<file path="src/hdl/tdcs_cfg.svh">
/*
  Constants of the trellis decoder configuration and status block.
  Assumes inclusion by bare name from every file that needs a figure.
*/
`ifndef TDCS_CFG_SVH
`define TDCS_CFG_SVH
`define TDCS_STATE_W       6
`define TDCS_SOFT_W        3
`define TDCS_LANES         2
`define TDCS_METRIC_W      16
`define TDCS_CODE_W        2
`define TDCS_ROT_W         1
`define TDCS_DEPTH_W       8
`define TDCS_NORM_W        8
`define TDCS_ERR_W         16
`define TDCS_PACE_W        2
`define TDCS_PACE_LAST     2'h3
`define TDCS_NORM_LIMIT    16'h8000
`define TDCS_ERR_DELAY_W   2
`define TDCS_ERR_DELAY     2'h2
`define TDCS_ITEM_W        4
`define TDCS_ITEM_BIT      0
`define TDCS_ITEM_LAST     1
`define TDCS_ITEM_FIRST    2
`define TDCS_ITEM_ERR      3
`define TDCS_FIFO_DEPTH    2
`define TDCS_FIFO_PTR_W    1
`define TDCS_FIFO_CNT_W    2
`define TDCS_FIFO_FULL     2'h2
`define TDCS_FIFO_EMPTY    2'h0
`define TDCS_ORIGIN_ZERO   6'h00
`endif

</file>
<file path="src/hdl/tdcs_pkg.sv">
/*
  Types shared by the trellis decoder configuration and status modules.
  Assumes tdcs_cfg.svh is on the include path.
*/
`include "tdcs_cfg.svh"
package tdcs_pkg;
  typedef logic [`TDCS_STATE_W-1:0]  tdcs_state_t;
  typedef logic [`TDCS_METRIC_W-1:0] tdcs_metric_t;
  typedef logic [`TDCS_SOFT_W-1:0]   tdcs_soft_t;
  typedef logic [`TDCS_ITEM_W-1:0]   tdcs_item_t;
  typedef enum logic [1:0] {
    TDCS_IDLE     = 2'b00,
    TDCS_IN_BLOCK = 2'b01
  } tdcs_phase_t;
endpackage : tdcs_pkg

</file>
<file path="src/hdl/tdcs_stream_if.sv">
/*
  Valid/ready word stream between the decoder core and its output buffer.
  Assumes one clock shared by both ends.
*/
`timescale 1ns/100ps
interface tdcs_stream_if;
  import tdcs_pkg::*;
  logic       valid;
  logic       ready;
  tdcs_item_t data;
  modport source (output valid, output data, input ready);
  modport sink   (input valid, input data, output ready);
endinterface : tdcs_stream_if

</file>
<file path="src/hdl/tdcs_error_counter.sv">
/*
  Per-block error counter with clear and delayed validity flag.
  Assumes strobes come from logic on the same clock.
*/
`timescale 1ns/100ps
`include "tdcs_cfg.svh"
module tdcs_error_counter
  import tdcs_pkg::*;
(
  input  wire logic                   clk,
  input  wire logic                   reset,
  input  wire logic                   clear,
  input  wire logic                   blockStart,
  input  wire logic                   errorSeen,
  output logic [`TDCS_ERR_W-1:0]      count,
  output logic                        countValid
);
  logic [`TDCS_ERR_DELAY_W-1:0] delay;

  always_ff @(posedge clk or posedge reset) begin
    if (reset) begin
      count <= '0;
    end else if (clear) begin
      count <= '0;
    end else if (blockStart) begin
      count <= {{(`TDCS_ERR_W-1){1'b0}}, errorSeen};
    end else if (errorSeen) begin
      count <= count + 1'b1;
    end
  end

  always_ff @(posedge clk or posedge reset) begin
    if (reset) begin
      delay      <= '0;
      countValid <= 1'b0;
    end else if (blockStart) begin
      delay      <= `TDCS_ERR_DELAY - 1'b1;
      countValid <= 1'b0;
    end else if (delay != '0) begin
      delay      <= delay - 1'b1;
    end else begin
      countValid <= 1'b1;
    end
  end
endmodule : tdcs_error_counter

</file>
<file path="src/hdl/tdcs_skid_buffer.sv">
/*
  Two-entry buffer in the decoded-bit path; a stalled reader loses no word.
  Assumes clk and an active-high asynchronous reset.
*/
`timescale 1ns/100ps
`include "tdcs_cfg.svh"
module tdcs_skid_buffer
  import tdcs_pkg::*;
(
  input  wire logic     clk,
  input  wire logic     reset,
  tdcs_stream_if.sink   upstream,
  tdcs_stream_if.source downstream
);
  tdcs_item_t                    mem [`TDCS_FIFO_DEPTH];
  logic [`TDCS_FIFO_PTR_W-1:0]   wrPtr;
  logic [`TDCS_FIFO_PTR_W-1:0]   rdPtr;
  logic [`TDCS_FIFO_CNT_W-1:0]   fill;
  logic                          push;
  logic                          pop;

  assign upstream.ready   = (fill != `TDCS_FIFO_FULL);
  assign downstream.valid = (fill != `TDCS_FIFO_EMPTY);
  assign downstream.data  = mem[rdPtr];
  assign push             = upstream.valid && upstream.ready;
  assign pop              = downstream.valid && downstream.ready;

  always_ff @(posedge clk) begin
    if (push) begin
      mem[wrPtr] <= upstream.data;
    end
  end

  always_ff @(posedge clk or posedge reset) begin
    if (reset) begin
      wrPtr <= '0;
      rdPtr <= '0;
      fill  <= '0;
    end else begin
      if (push) wrPtr <= wrPtr + 1'b1;
      if (pop) rdPtr <= rdPtr + 1'b1;
      fill <= fill + {1'b0, push} - {1'b0, pop};
    end
  end
endmodule : tdcs_skid_buffer

</file>
<file path="src/hdl/trellis_decoder_config_status.sv">
/*
  Configuration latching, status reporting and stream handshakes of a
  trellis decoder; the decoding datapath is a compact stand-in.
  Assumes user logic on clk drives both stream sides.
*/
`timescale 1ns/100ps
`include "tdcs_cfg.svh"
module trellis_decoder_config_status
  import tdcs_pkg::*;
#(
  parameter bit CONTINUOUS_OPT = 1'b0
)
(
  input  wire logic                                 clk,
  input  wire logic                                 reset,
  input  wire logic                                 input_valid,
  output logic                                      input_accept_ready,
  input  wire logic                                 input_block_first,
  input  wire logic                                 input_block_last,
  input  wire logic [`TDCS_LANES*`TDCS_SOFT_W-1:0]  soft_symbols,
  input  wire logic [`TDCS_LANES-1:0]               erasure_marks,
  input  wire logic [`TDCS_STATE_W-1:0]             preload_state_select,
  input  wire logic [`TDCS_METRIC_W-1:0]            preload_metric_value,
  input  wire logic [`TDCS_CODE_W-1:0]              code_select,
  input  wire logic [`TDCS_ROT_W-1:0]               node_sync_rotation,
  input  wire logic [`TDCS_DEPTH_W-1:0]             traceback_depth,
  input  wire logic                                 traceback_start_mode,
  input  wire logic [`TDCS_STATE_W-1:0]             traceback_start_state,
  input  wire logic                                 error_rate_counter_clear,
  output logic                                      decoded_bit,
  output logic                                      output_valid,
  output logic                                      output_block_first,
  output logic                                      output_block_last,
  input  wire logic                                 output_accept_ready,
  output logic [`TDCS_METRIC_W-1:0]                 leading_path_metric,
  output logic [`TDCS_STATE_W-1:0]                  leading_state_index,
  output logic [`TDCS_NORM_W-1:0]                   normalization_count,
  output logic [`TDCS_ERR_W-1:0]                    block_error_count,
  output logic                                      error_count_valid,
  output logic [`TDCS_CODE_W-1:0]                   active_code,
  output logic [`TDCS_DEPTH_W-1:0]                  active_traceback_depth,
  output logic [`TDCS_STATE_W-1:0]                  traceback_origin
);

  // soft value: MSB is the hard decision, remaining bits the confidence
  function automatic tdcs_soft_t laneOf(input logic [`TDCS_LANES*`TDCS_SOFT_W-1:0] bus,
                                        input int unsigned idx);
    laneOf = bus[idx*`TDCS_SOFT_W +: `TDCS_SOFT_W];
  endfunction : laneOf

  function automatic tdcs_metric_t confidence(input tdcs_soft_t s, input logic erased);
    tdcs_metric_t c;
    c = '0;
    if (!erased) begin
      c = tdcs_metric_t'(s[`TDCS_SOFT_W-2:0]);
    end
    confidence = c;
  endfunction : confidence

  tdcs_stream_if pushIf ();
  tdcs_stream_if popIf ();

  tdcs_phase_t                         phase;
  tdcs_phase_t                         next_phase;
  logic [`TDCS_PACE_W-1:0]             paceCount;
  logic                                accept;
  logic                                firstTaken;
  logic                                lastTaken;
  logic [`TDCS_ROT_W-1:0]              rotation;
  logic                                blockMode;
  tdcs_state_t                         blockStartState;
  tdcs_soft_t                          lane0;
  tdcs_soft_t                          lane1;
  logic                                erase0;
  logic                                erase1;
  tdcs_metric_t                        branchMetric;
  tdcs_metric_t                        next_metric;
  logic                                needNorm;
  logic                                stepBit;
  logic                                stepErr;
  logic                                pendingValid;
  tdcs_item_t                          pendingItem;
  logic                                readySampled;
  logic                                popTaken;

  assign accept     = input_valid && input_accept_ready;
  assign firstTaken = accept && input_block_first;
  assign lastTaken  = accept && input_block_last;

  // lane swap for node synchronisation, applied with the rotation of the block
  always_comb begin
    lane0  = laneOf(soft_symbols, 0);
    lane1  = laneOf(soft_symbols, 1);
    erase0 = erasure_marks[0];
    erase1 = erasure_marks[1];
    if (firstTaken ? node_sync_rotation[0] : rotation[0]) begin
      lane0  = laneOf(soft_symbols, 1);
      lane1  = laneOf(soft_symbols, 0);
      erase0 = erasure_marks[1];
      erase1 = erasure_marks[0];
    end
  end

  always_comb begin
    branchMetric = confidence(lane0, erase0) + confidence(lane1, erase1);
    stepBit      = erase0 ? lane1[`TDCS_SOFT_W-1] : lane0[`TDCS_SOFT_W-1];
    stepErr      = !erase0 && !erase1 &&
                   (lane0[`TDCS_SOFT_W-1] != lane1[`TDCS_SOFT_W-1]);
    next_metric  = (firstTaken ? preload_metric_value : leading_path_metric) + branchMetric;
    needNorm     = next_metric >= `TDCS_NORM_LIMIT;
  end

  // block framing: a block opens on an accepted first and closes on an accepted last
  always_comb begin
    next_phase = phase;
    case (phase)
      TDCS_IDLE:     if (firstTaken && !lastTaken) next_phase = TDCS_IN_BLOCK;
      TDCS_IN_BLOCK: if (lastTaken && !firstTaken) next_phase = TDCS_IDLE;
      default:       next_phase = TDCS_IDLE;
    endcase
  end

  always_ff @(posedge clk or posedge reset) begin
    if (reset) begin
      phase <= TDCS_IDLE;
    end else begin
      phase <= next_phase;
    end
  end

  // input pacing: one ready cycle per Z, withheld while the path cannot take a word
  always_ff @(posedge clk or posedge reset) begin
    if (reset) begin
      paceCount          <= '0;
      input_accept_ready <= 1'b0;
    end else begin
      paceCount          <= (paceCount == `TDCS_PACE_LAST) ? '0 : paceCount + 1'b1;
      input_accept_ready <= (paceCount == `TDCS_PACE_LAST) &&
                            pushIf.ready && !pendingValid;
    end
  end

  // configuration held for the whole block
  always_ff @(posedge clk or posedge reset) begin
    if (reset) begin
      active_code            <= '0;
      rotation               <= '0;
      active_traceback_depth <= '0;
      blockStartState        <= '0;
    end else if (firstTaken) begin
      active_code            <= code_select;
      rotation               <= node_sync_rotation;
      active_traceback_depth <= CONTINUOUS_OPT ? '0 : traceback_depth;
      blockStartState        <= preload_state_select;
    end
  end

  // traceback origin taken at the block end marker
  always_ff @(posedge clk or posedge reset) begin
    if (reset) begin
      blockMode        <= 1'b0;
      traceback_origin <= `TDCS_ORIGIN_ZERO;
    end else if (lastTaken) begin
      blockMode <= CONTINUOUS_OPT ? 1'b0 : traceback_start_mode;
      if (CONTINUOUS_OPT || !traceback_start_mode) begin
        traceback_origin <= `TDCS_ORIGIN_ZERO;
      end else begin
        traceback_origin <= traceback_start_state;
      end
    end
  end

  // best-state tracking per trellis step, with metric normalisation
  always_ff @(posedge clk or posedge reset) begin
    if (reset) begin
      leading_path_metric <= '0;
      leading_state_index <= '0;
    end else if (accept) begin
      leading_path_metric <= needNorm ? next_metric - `TDCS_NORM_LIMIT : next_metric;
      leading_state_index <= firstTaken ?
        {preload_state_select[`TDCS_STATE_W-2:0], stepBit} :
        {leading_state_index[`TDCS_STATE_W-2:0], stepBit};
    end
  end

  always_ff @(posedge clk or posedge reset) begin
    if (reset) begin
      normalization_count <= '0;
    end else if (firstTaken) begin
      normalization_count <= {{(`TDCS_NORM_W-1){1'b0}}, needNorm};
    end else if (accept && needNorm) begin
      normalization_count <= normalization_count + 1'b1;
    end
  end

  // decoded word waits here until the buffer takes it
  always_ff @(posedge clk or posedge reset) begin
    if (reset) begin
      pendingValid <= 1'b0;
      pendingItem  <= '0;
    end else if (accept) begin
      pendingValid                 <= 1'b1;
      pendingItem[`TDCS_ITEM_BIT]  <= stepBit;
      pendingItem[`TDCS_ITEM_LAST] <= input_block_last;
      pendingItem[`TDCS_ITEM_FIRST]<= input_block_first;
      pendingItem[`TDCS_ITEM_ERR]  <= stepErr;
    end else if (pushIf.ready) begin
      pendingValid <= 1'b0;
    end
  end

  assign pushIf.valid = pendingValid;
  assign pushIf.data  = pendingItem;

  tdcs_skid_buffer u_buffer (
    .clk        (clk),
    .reset      (reset),
    .upstream   (pushIf.sink),
    .downstream (popIf.source)
  );

  // ready is sampled at one edge, the bit goes out at the next
  always_ff @(posedge clk or posedge reset) begin
    if (reset) begin
      readySampled <= 1'b0;
    end else begin
      readySampled <= output_accept_ready;
    end
  end

  assign popIf.ready = readySampled;
  assign popTaken    = popIf.valid && readySampled;

  // output stays valid on every cycle while data remains and ready holds
  always_ff @(posedge clk or posedge reset) begin
    if (reset) begin
      output_valid       <= 1'b0;
      decoded_bit        <= 1'b0;
      output_block_first <= 1'b0;
      output_block_last  <= 1'b0;
    end else begin
      output_valid       <= popTaken;
      output_block_first <= popTaken && popIf.data[`TDCS_ITEM_FIRST];
      output_block_last  <= popTaken && popIf.data[`TDCS_ITEM_LAST];
      if (popTaken) begin
        decoded_bit <= popIf.data[`TDCS_ITEM_BIT];
      end
    end
  end

  tdcs_error_counter u_errors (
    .clk        (clk),
    .reset      (reset),
    .clear      (error_rate_counter_clear),
    .blockStart (popTaken && popIf.data[`TDCS_ITEM_FIRST]),
    .errorSeen  (popTaken && popIf.data[`TDCS_ITEM_ERR]),
    .count      (block_error_count),
    .countValid (error_count_valid)
  );
endmodule : trellis_decoder_config_status

</file>
<file path="config.mk">
export PLATFORM = sky130hd
export DESIGN_NAME = trellis_decoder_config_status
export DESIGN_NICKNAME = d
export VERILOG_FILES = /design/src/hdl/tdcs_pkg.sv /design/src/hdl/tdcs_stream_if.sv /design/src/hdl/tdcs_error_counter.sv /design/src/hdl/tdcs_skid_buffer.sv /design/src/hdl/trellis_decoder_config_status.sv
export VERILOG_INCLUDE_DIRS = /design/src /design/src/hdl
export SDC_FILE = /design/constraint.sdc
export NUM_CORES = 1
export LEC_CHECK = 0
export BUFFER_PORTS_ARGS = -buffer_cell sky130_fd_sc_hd__buf_2
export CAP_MARGIN = 20
export CORE_UTILIZATION = 50
export CTS_CLUSTER_DIAMETER = 200
export CTS_CLUSTER_SIZE = 8
export DETAILED_ROUTE_END_ITERATION = 8
export PLACE_DENSITY = 0.76
export SETUP_SLACK_MARGIN = 0.5
export SLEW_MARGIN = 40
export SYNTH_ARGS = -nofsm -noshare
export SYNTH_HDL_FRONTEND = slang
export SYNTH_SLANG_ARGS = --single-unit
</file>
<file path="constraint.sdc">
create_clock -name clk -period 5.72 [get_ports clk]
set_clock_uncertainty 0.2 [all_clocks]
set_input_delay 0.858 -clock clk [delete_from_list [all_inputs] [get_ports clk]]
set_output_delay 0.858 -clock clk [all_outputs]
set_load 0.02 [all_outputs]
</file>
# ---- Word level (Yosys, flattened, before mapping)
# Memory sizes are Yosys's and may differ from the RTL's.
# Index checks and enable logic that the tools add are counted.
dict set report word_totals {
  output_inout_bits 68
  in_bits 55
  elab_cells 87
  register_bits 83
  n_memories 1
  mem_bits_rw 8
}
dict set report classes {
  mux 26
  n_reduce_logical 22
  n_eq_ne 4
  order_cmp 1
  addsub 11
}
# name depth word_bits rd rd_clocked_by_memory_dff write_ports line
set mem_list {}
lappend mem_list {u_buffer.mem 2 4 1 0 1 tdcs_skid_buffer.sv:15} ;# tdcs_item_t mem [`TDCS_FIFO_DEPTH];
# op n
set ops {}
lappend ops {{16-bit 2-to-1 mux} 5}
lappend ops {{16-bit adder} 2}
lappend ops {{16-bit by 1-bit adder with 16-bit output (second input constant)} 1}
lappend ops {{16-bit greater-or-equal comparator (second input constant)} 1}
lappend ops {{8-bit 2-to-1 mux} 2}
lappend ops {{16-bit subtractor (second input constant)} 1}
lappend ops {{1-bit logical AND} 13}
lappend ops {{6-bit 2-to-1 mux} 2}
lappend ops {{1-bit 2-to-1 mux} 10}
lappend ops {{2-bit 2-to-1 mux} 5}
lappend ops {{2-bit nonzero test} 5}
lappend ops {{8-bit by 1-bit adder with 8-bit output (second input constant)} 1}
lappend ops {{3-bit 2-to-1 mux} 2}
lappend ops {{1-bit logical NOT} 3}
lappend ops {{3-bit nonzero test} 1}
lappend ops {{1-bit adder (second input constant)} 2}
lappend ops {{2-bit by 1-bit adder with 2-bit output} 1}
lappend ops {{2-bit by 1-bit adder with 2-bit output (second input constant)} 1}
lappend ops {{2-bit equality test (second input constant)} 1}
lappend ops {{2-bit by 1-bit inequality test with 1-bit output (second input constant)} 1}
lappend ops {{2-bit inequality test (second input constant)} 1}
lappend ops {{2-bit by 1-bit subtractor with 2-bit output} 1}
lappend ops {{2-bit by 1-bit subtractor with 2-bit output (second input constant)} 1}
lappend ops {{1-bit inequality test} 1}

# ---- Depth between registers and ports, before layout
dict set report depth {
  ltp_word 11
  mapped_depth 19
  mapped_depth_nobuf 14
}

# ---- Modules after synthesis
# From an unflattened synthesis, not the netlist that was laid out.
dict set report unflattened {
  cells_unflattened 509
  area_unflattened_um2 4901.0
}
# module area_each_um2 n_inst cells_each seq_area_each_um2
set by_module_without_submodules {}
lappend by_module_without_submodules {trellis_decoder_config_status 3363.2 1 377 1476.4}
lappend by_module_without_submodules {tdcs_error_counter 1014.7 1 97 475.5}
lappend by_module_without_submodules {tdcs_skid_buffer 523.0 1 35 340.3}

# ---- Least setup slack after synthesis
# Ideal clock, no wire load.
dict set report synth_timing {
  path_type {input to register}
  start {input input_block_first}
  end {register normalization_count[2]}
  t_arrival_ns 4.631
  n_path_buf 3
  path_slack_ns 0.785
  required_ns 5.416
  setup_ns 0.104
  cell_stages 16
  cell_sequence {buf_6 and3_1 buf_2 mux2i_1 mux2i_1 fa_1 inv_1 ha_1 inv_1 fa_1 nor4b_4 a22o_4 buf_6 a21oi_2 or4b_1 o311ai_1}
}
dict set report synth_between {
  elab_chain_cells 9
  elab_cells_between_ends 15
  classes_between {add/sub: 2; order compare: 1; mux: 9; reduce/logical: 3}
}
# element line
set synth_lines {}
lappend synth_lines {{start: declaration} trellis_decoder_config_status.sv:18} ;# input wire logic input_block_first,
lappend synth_lines {{1-bit logical AND (*)} trellis_decoder_config_status.sv:87} ;# assign firstTaken = accept && input_block_first;
lappend synth_lines {{1-bit 2-to-1 mux} n/a}
lappend synth_lines {{3-bit 2-to-1 mux or 1-bit 2-to-1 mux (tied branches)} trellis_decoder_config_status.sv:96} ;# if (firstTaken ? node_sync_rotation[0] : rotation[0]) begin
lappend synth_lines {{2-bit 2-to-1 mux} trellis_decoder_config_status.sv:54} ;# if (!erased) begin
lappend synth_lines {{16-bit adder} trellis_decoder_config_status.sv:105} ;# branchMetric = confidence(lane0, erase0) + confidence(lane1, erase1);
lappend synth_lines {{16-bit adder} trellis_decoder_config_status.sv:109} ;# next_metric = (firstTaken ? preload_metric_value : leading_path_metric) + branchMetric;
lappend synth_lines {{16-bit greater-or-equal comparator (no line)} n/a}
lappend synth_lines {{1-bit logical AND} trellis_decoder_config_status.sv:191} ;# end else if (accept && needNorm) begin
lappend synth_lines {{2-bit nonzero test (no line)} n/a}
lappend synth_lines {{end signal: assignment} trellis_decoder_config_status.sv:190} ;# normalization_count <= {{(`TDCS_NORM_W-1){1'b0}}, needNorm};
lappend synth_lines {{end signal: assignment} trellis_decoder_config_status.sv:192} ;# normalization_count <= normalization_count + 1'b1;
lappend synth_lines {{end: declaration} trellis_decoder_config_status.sv:37} ;# output logic [`TDCS_NORM_W-1:0] normalization_count,
# Every way passes the cells marked *; elsewhere a longest branch is shown, timed or not.
# A chain may end at the register's enable or synchronous reset.

# ---- Worst setup path in the final report
dict set report layout_timing {
  start {input input_valid}
  end {register normalization_count[6]}
}
dict set report layout_between {
  elab_chain_cells 10
  elab_cells_between_ends 16
  classes_between {add/sub: 2; order compare: 1; mux: 9; reduce/logical: 4}
}
# element line
set layout_lines {}
lappend layout_lines {{start: declaration} trellis_decoder_config_status.sv:16} ;# input wire logic input_valid,
lappend layout_lines {{1-bit logical AND (*)} trellis_decoder_config_status.sv:86} ;# assign accept = input_valid && input_accept_ready;
lappend layout_lines {{1-bit logical AND} trellis_decoder_config_status.sv:87}
lappend layout_lines {{1-bit 2-to-1 mux} n/a}
lappend layout_lines {{3-bit 2-to-1 mux or 1-bit 2-to-1 mux (tied branches)} trellis_decoder_config_status.sv:96}
lappend layout_lines {{2-bit 2-to-1 mux} trellis_decoder_config_status.sv:54}
lappend layout_lines {{16-bit adder} trellis_decoder_config_status.sv:105}
lappend layout_lines {{16-bit adder} trellis_decoder_config_status.sv:109}
lappend layout_lines {{16-bit greater-or-equal comparator (no line)} n/a}
lappend layout_lines {{1-bit logical AND} trellis_decoder_config_status.sv:191}
lappend layout_lines {{2-bit nonzero test (no line)} n/a}
# Marked as above.

==> results list <==
- Sink of the worst hold path: paceCount[0]$_DFF_PP0_
* Launching element type of the critical path: input pin
* Via-per-instance ratio: around 5.4
- Maximum number of pins on one net before global-route repair: a little over 80
- Clock tree buffer depth: 2
* Final period utilization: about 83%
- Count of clock tree sinks: 90
- The Yosys step of the flow raised 0 warnings.
- Number of max-capacitance violations reported: 0
* Core box area: 0.00928 sq mm
- Post-CTS repair changed the size of 0 cells.
- Async SR Flop Fraction: 91.1%
* Leak Pwr: approximately 2.8 nW
- The floorplan step defined a die boundary enclosing slightly above 0.01 sq mm.
* TritonCTS Buffers: 9
- Crit path max fanout: 7
- Routability congestion estimate: between 0.8 and 0.9
* Cell area after synthesis: 0.00483 sq mm
- The routed design could run at a clock period as short as about 4800 ps.
- The net count of the finished layout is approximately 700.
- At the end of the flow the core is filled with cells to between 60% and 70%.
- The synthesized design contains 90 register bits.
- The first global-routing pass estimated between 15000 and 20000 um of wire.
- Share of Yosys cell area claimed by the top area cell type: 42.5%
* Synthesized netlist net count: between 500 and 600
* Critical R2R Launch: input_accept_ready$_DFF_PP0_
- After detailed placement, the design holds a cell count of ~750.
- PwrDens: ~370 mW/mm^2
* Number of non-filler instances in the completed layout: between 700 and 800
- Top cell type by total area after synthesis: dfrtp_1
- Top post-synthesis cells by area: dfrtp_1, nand2_1, mux2i_1
- TritonCTS built the clock tree.
* Number of instances on the worst hold path: 1
- Number of global-route vias before repair: 3888
- Final wirelength: between 10000 and 15000 um
* Antenna violations before repair: 0
- At the worst endpoint, the arrival time is between 4000 and 5000 ps.
* Starting density of the core: between 50% and 60%
- The routed layout has 4113 vias.
- Number of core rows: 35
- In this run the vertical extent of the chip is 100 um.
* Cells after synthesis: between 500 and 600
* Die width: around 100 um
* Biggest cell delay along the critical path: 610 ps
- Post-synth top cells: nand2_1, dfrtp_1, nor2_1, o21ai_0, mux2i_1
- The run finished with clean final reports.
- WL/cell: 14.2 um
* Post-route setup TNS: 0 ps
- nand2_1 is the most common cell in the netlist.
- The most used flip-flop cell after synthesis is dfrtp_1.
- Setup repair after global routing left no endpoint under its margin.
- Syn Area/Cell: roughly 9.3 sq um
* Diode insertion count for antenna repair: 0
- Critical Setup Path Class: input pin to register
- Remaining antenna violation count after routing: 0
- The root buffer cell chosen for the clock tree is clkbuf_8.
* Setup fix buffers added after clock tree synthesis: 0
- Worst-case vdd ir drop: ~0.23 mV
- Summed over all nets, the half-perimeter wirelength after detailed placement is between 7000 and 8000 um.
- The H-tree was split into 3 levels.
* Number of max-slew violations in the final report: 0
- Of the cells placed in the final design, the portion with a size suffix greater than 1 is about 25%.
- Ports placed on the boundary: between 100 and 150
- The count of buffers added on input and output ports is roughly 120.
- Crit path top cell by count: mux2i_1
* Post-synthesis sequential area ratio: 47.4%
- STA classifies the critical path endpoint as a register.
* Achievable frequency: 210 MHz
* Slew at the pin closest to its max-slew limit: ~680 ps
- Register-to-register setup slack: roughly 1100 ps
- The first detailed-routing pass took 5 iterations.
- Traced cell by cell, the critical path runs through buf_2, and3_1, mux2i_1, mux2i_1, fa_1, inv_1, ha_1, inv_1, fa_1, nor4b_4, a22oi_2, nor3_1, o2111ai_1, mux2i_1.
* DRT iter0 DRCs: approximately 180
- Area growth syn-to-layout: 18.9%
- For the worst-skew pair, the clock arrives at the later sink with an insertion delay of about 360 ps.
- Slew HR: 53.1%
- The number of cells on the worst reg-to-reg path is 13.
- After clock tree synthesis, the flow added hold-fix buffers numbering 0.
- At the worst endpoint, the required time is about 5800 ps.
- Capture point of the worst reg-to-reg path: normalization_count[6]$_DFFE_PP0P_
- The tightest min-delay check is of the register to register type.
- Cell type of the slowest stage on the worst timing path: mux2i_1
- Summed over all layers, the global routing overflow is 0.
- Clock-pin slew on the worst setup and hold paths: 100 ps
- In this run, synthesis inferred 8 flip-flops with an integrated enable.
- Global routing used between 20% and 30% of the available tracks across all layers.
- The number of different library cells used by synthesis comes to 60.
- Min-delay src: paceCount[0]$_DFF_PP0_
- Count of unresolved DRC violations after routing: 0
- Setup violations remaining at the end of the flow were counted as 0.
- Number of endpoints with negative hold slack in the final report: 0
## metrics by stage
step	worst slack [ps]	cell area, sq um	hold slack (ps)	total power (W)
6_report	952	5750	231	0.00215
5_1_grt	558	5750	262	0.00231
4_1_cts	971	5740	236	0.00217
3_5_place_dp	585	5520	225	0.00169
3_3_place_gp	652	5520	215	0.00166
2_1_floorplan	785	4830	203	0.00145
## per-layer routing
layer / share of wire [%] / vias up / GRT usage [%]
li1: - / 2032 / -
met1: 45 / 1944 / 29.6
met2: 48 / 131 / 38.1
met3: 6.6 / 6 / 5.92
met5: 0 / - / 0
met4: 0.50 / 0 / 5.57
## cells in the final DEF, fill, tap and decap left out, types with 3 or more instances in the layout
master / n
nand3_1: 18
mux2i_1: 26
a21o_1: 3
a211oi_1: 3
edfxtp_1: 8
xnor2_1: 9
clkbuf_8: 10
and3_1: 12
or3_1: 4
nand2_1: 107
nand4_1: 11
buf_4: 4
nand2b_1: 14
nor2b_1: 3
ha_1: 8
fa_1: 3
buf_2: 121
a21oi_1: 22
o21ai_0: 33
a31oi_1: 6
dfrtp_1: 82
or2_2: 3
inv_8: 3
inv_1: 16
nor3_1: 9
mux2_2: 5
nor4_1: 3
xor2_1: 13
nor2_1: 34
o31ai_1: 3
## worst max-delay path: cells and delay by family
family,cells,cell delay [ps]
AND/OR/NAND/NOR,3,1170
multiplexers,3,1070
buffers and inverters,3,250
AO/OA/AOI/OAI,2,390
adder cells (fa/ha/maj),3,1060
## final cells by class
cell class	count	area [sq um]
timing repair buffer	126	649
tap	129	161
sequential	90	2290
clock inverter	7	96.3
inverter	17	65.1
multi-input combinational	387	2360
fill	808	3540
clock buffer	9	124
## cell families (layout without fill, tap and decap cells)
| kind of cell | Yosys count | in the layout | share of synthesized area (%) |
|---|---|---|---|
| XOR/XNOR | 22 | 22 | 3.99 |
| AO/OA/AOI/OAI | 94 | 94 | 12.5 |
| multiplexers | 31 | 31 | 6.55 |
| adder cells (fa/ha/maj) | 11 | 11 | 3.32 |
| flip-flops | 90 | 90 | 47.4 |
| buffers and inverters | 42 | 159 | 3.78 |
| AND/OR/NAND/NOR | 229 | 229 | 22.4 |
## worst max-delay path by stage
stage	from	slack [ps]	cells after the start	to
2_1_floorplan	input_block_first	780	16	normalization_count[2]$_DFFE_PP0P_
3_3_place_gp	input_valid	650	14	normalization_count[6]$_DFFE_PP0P_
3_5_place_dp	input_valid	590	14	normalization_count[6]$_DFFE_PP0P_
4_1_cts	input_valid	970	14	normalization_count[6]$_DFFE_PP0P_
5_1_grt	input_valid	560	14	normalization_count[1]$_DFFE_PP0P_
6_report	input_valid	950	14	normalization_count[6]$_DFFE_PP0P_
## state kept, by name, summed over array words and instances (netlist names), 3 cells and up
| register | flops |
|---|---|
| normalization_count | 8 |
| traceback_origin | 6 |
| leading_path_metric | 16 |
| active_traceback_depth | 8 |
| u_buffer.mem | 8 |
| u_errors.count | 16 |
| pendingItem | 3 |
| leading_state_index | 6 |
## report_power, final
part	internal [W]	switching, W	total [W]
clock network	0.000216	0.000255	0.000471
registers	0.000811	0.000142	0.000953
logic	0.000277	0.000445	0.000722
total	0.00130	0.000841	0.00215
No activity file was read; power rests on OpenSTA's default activity.
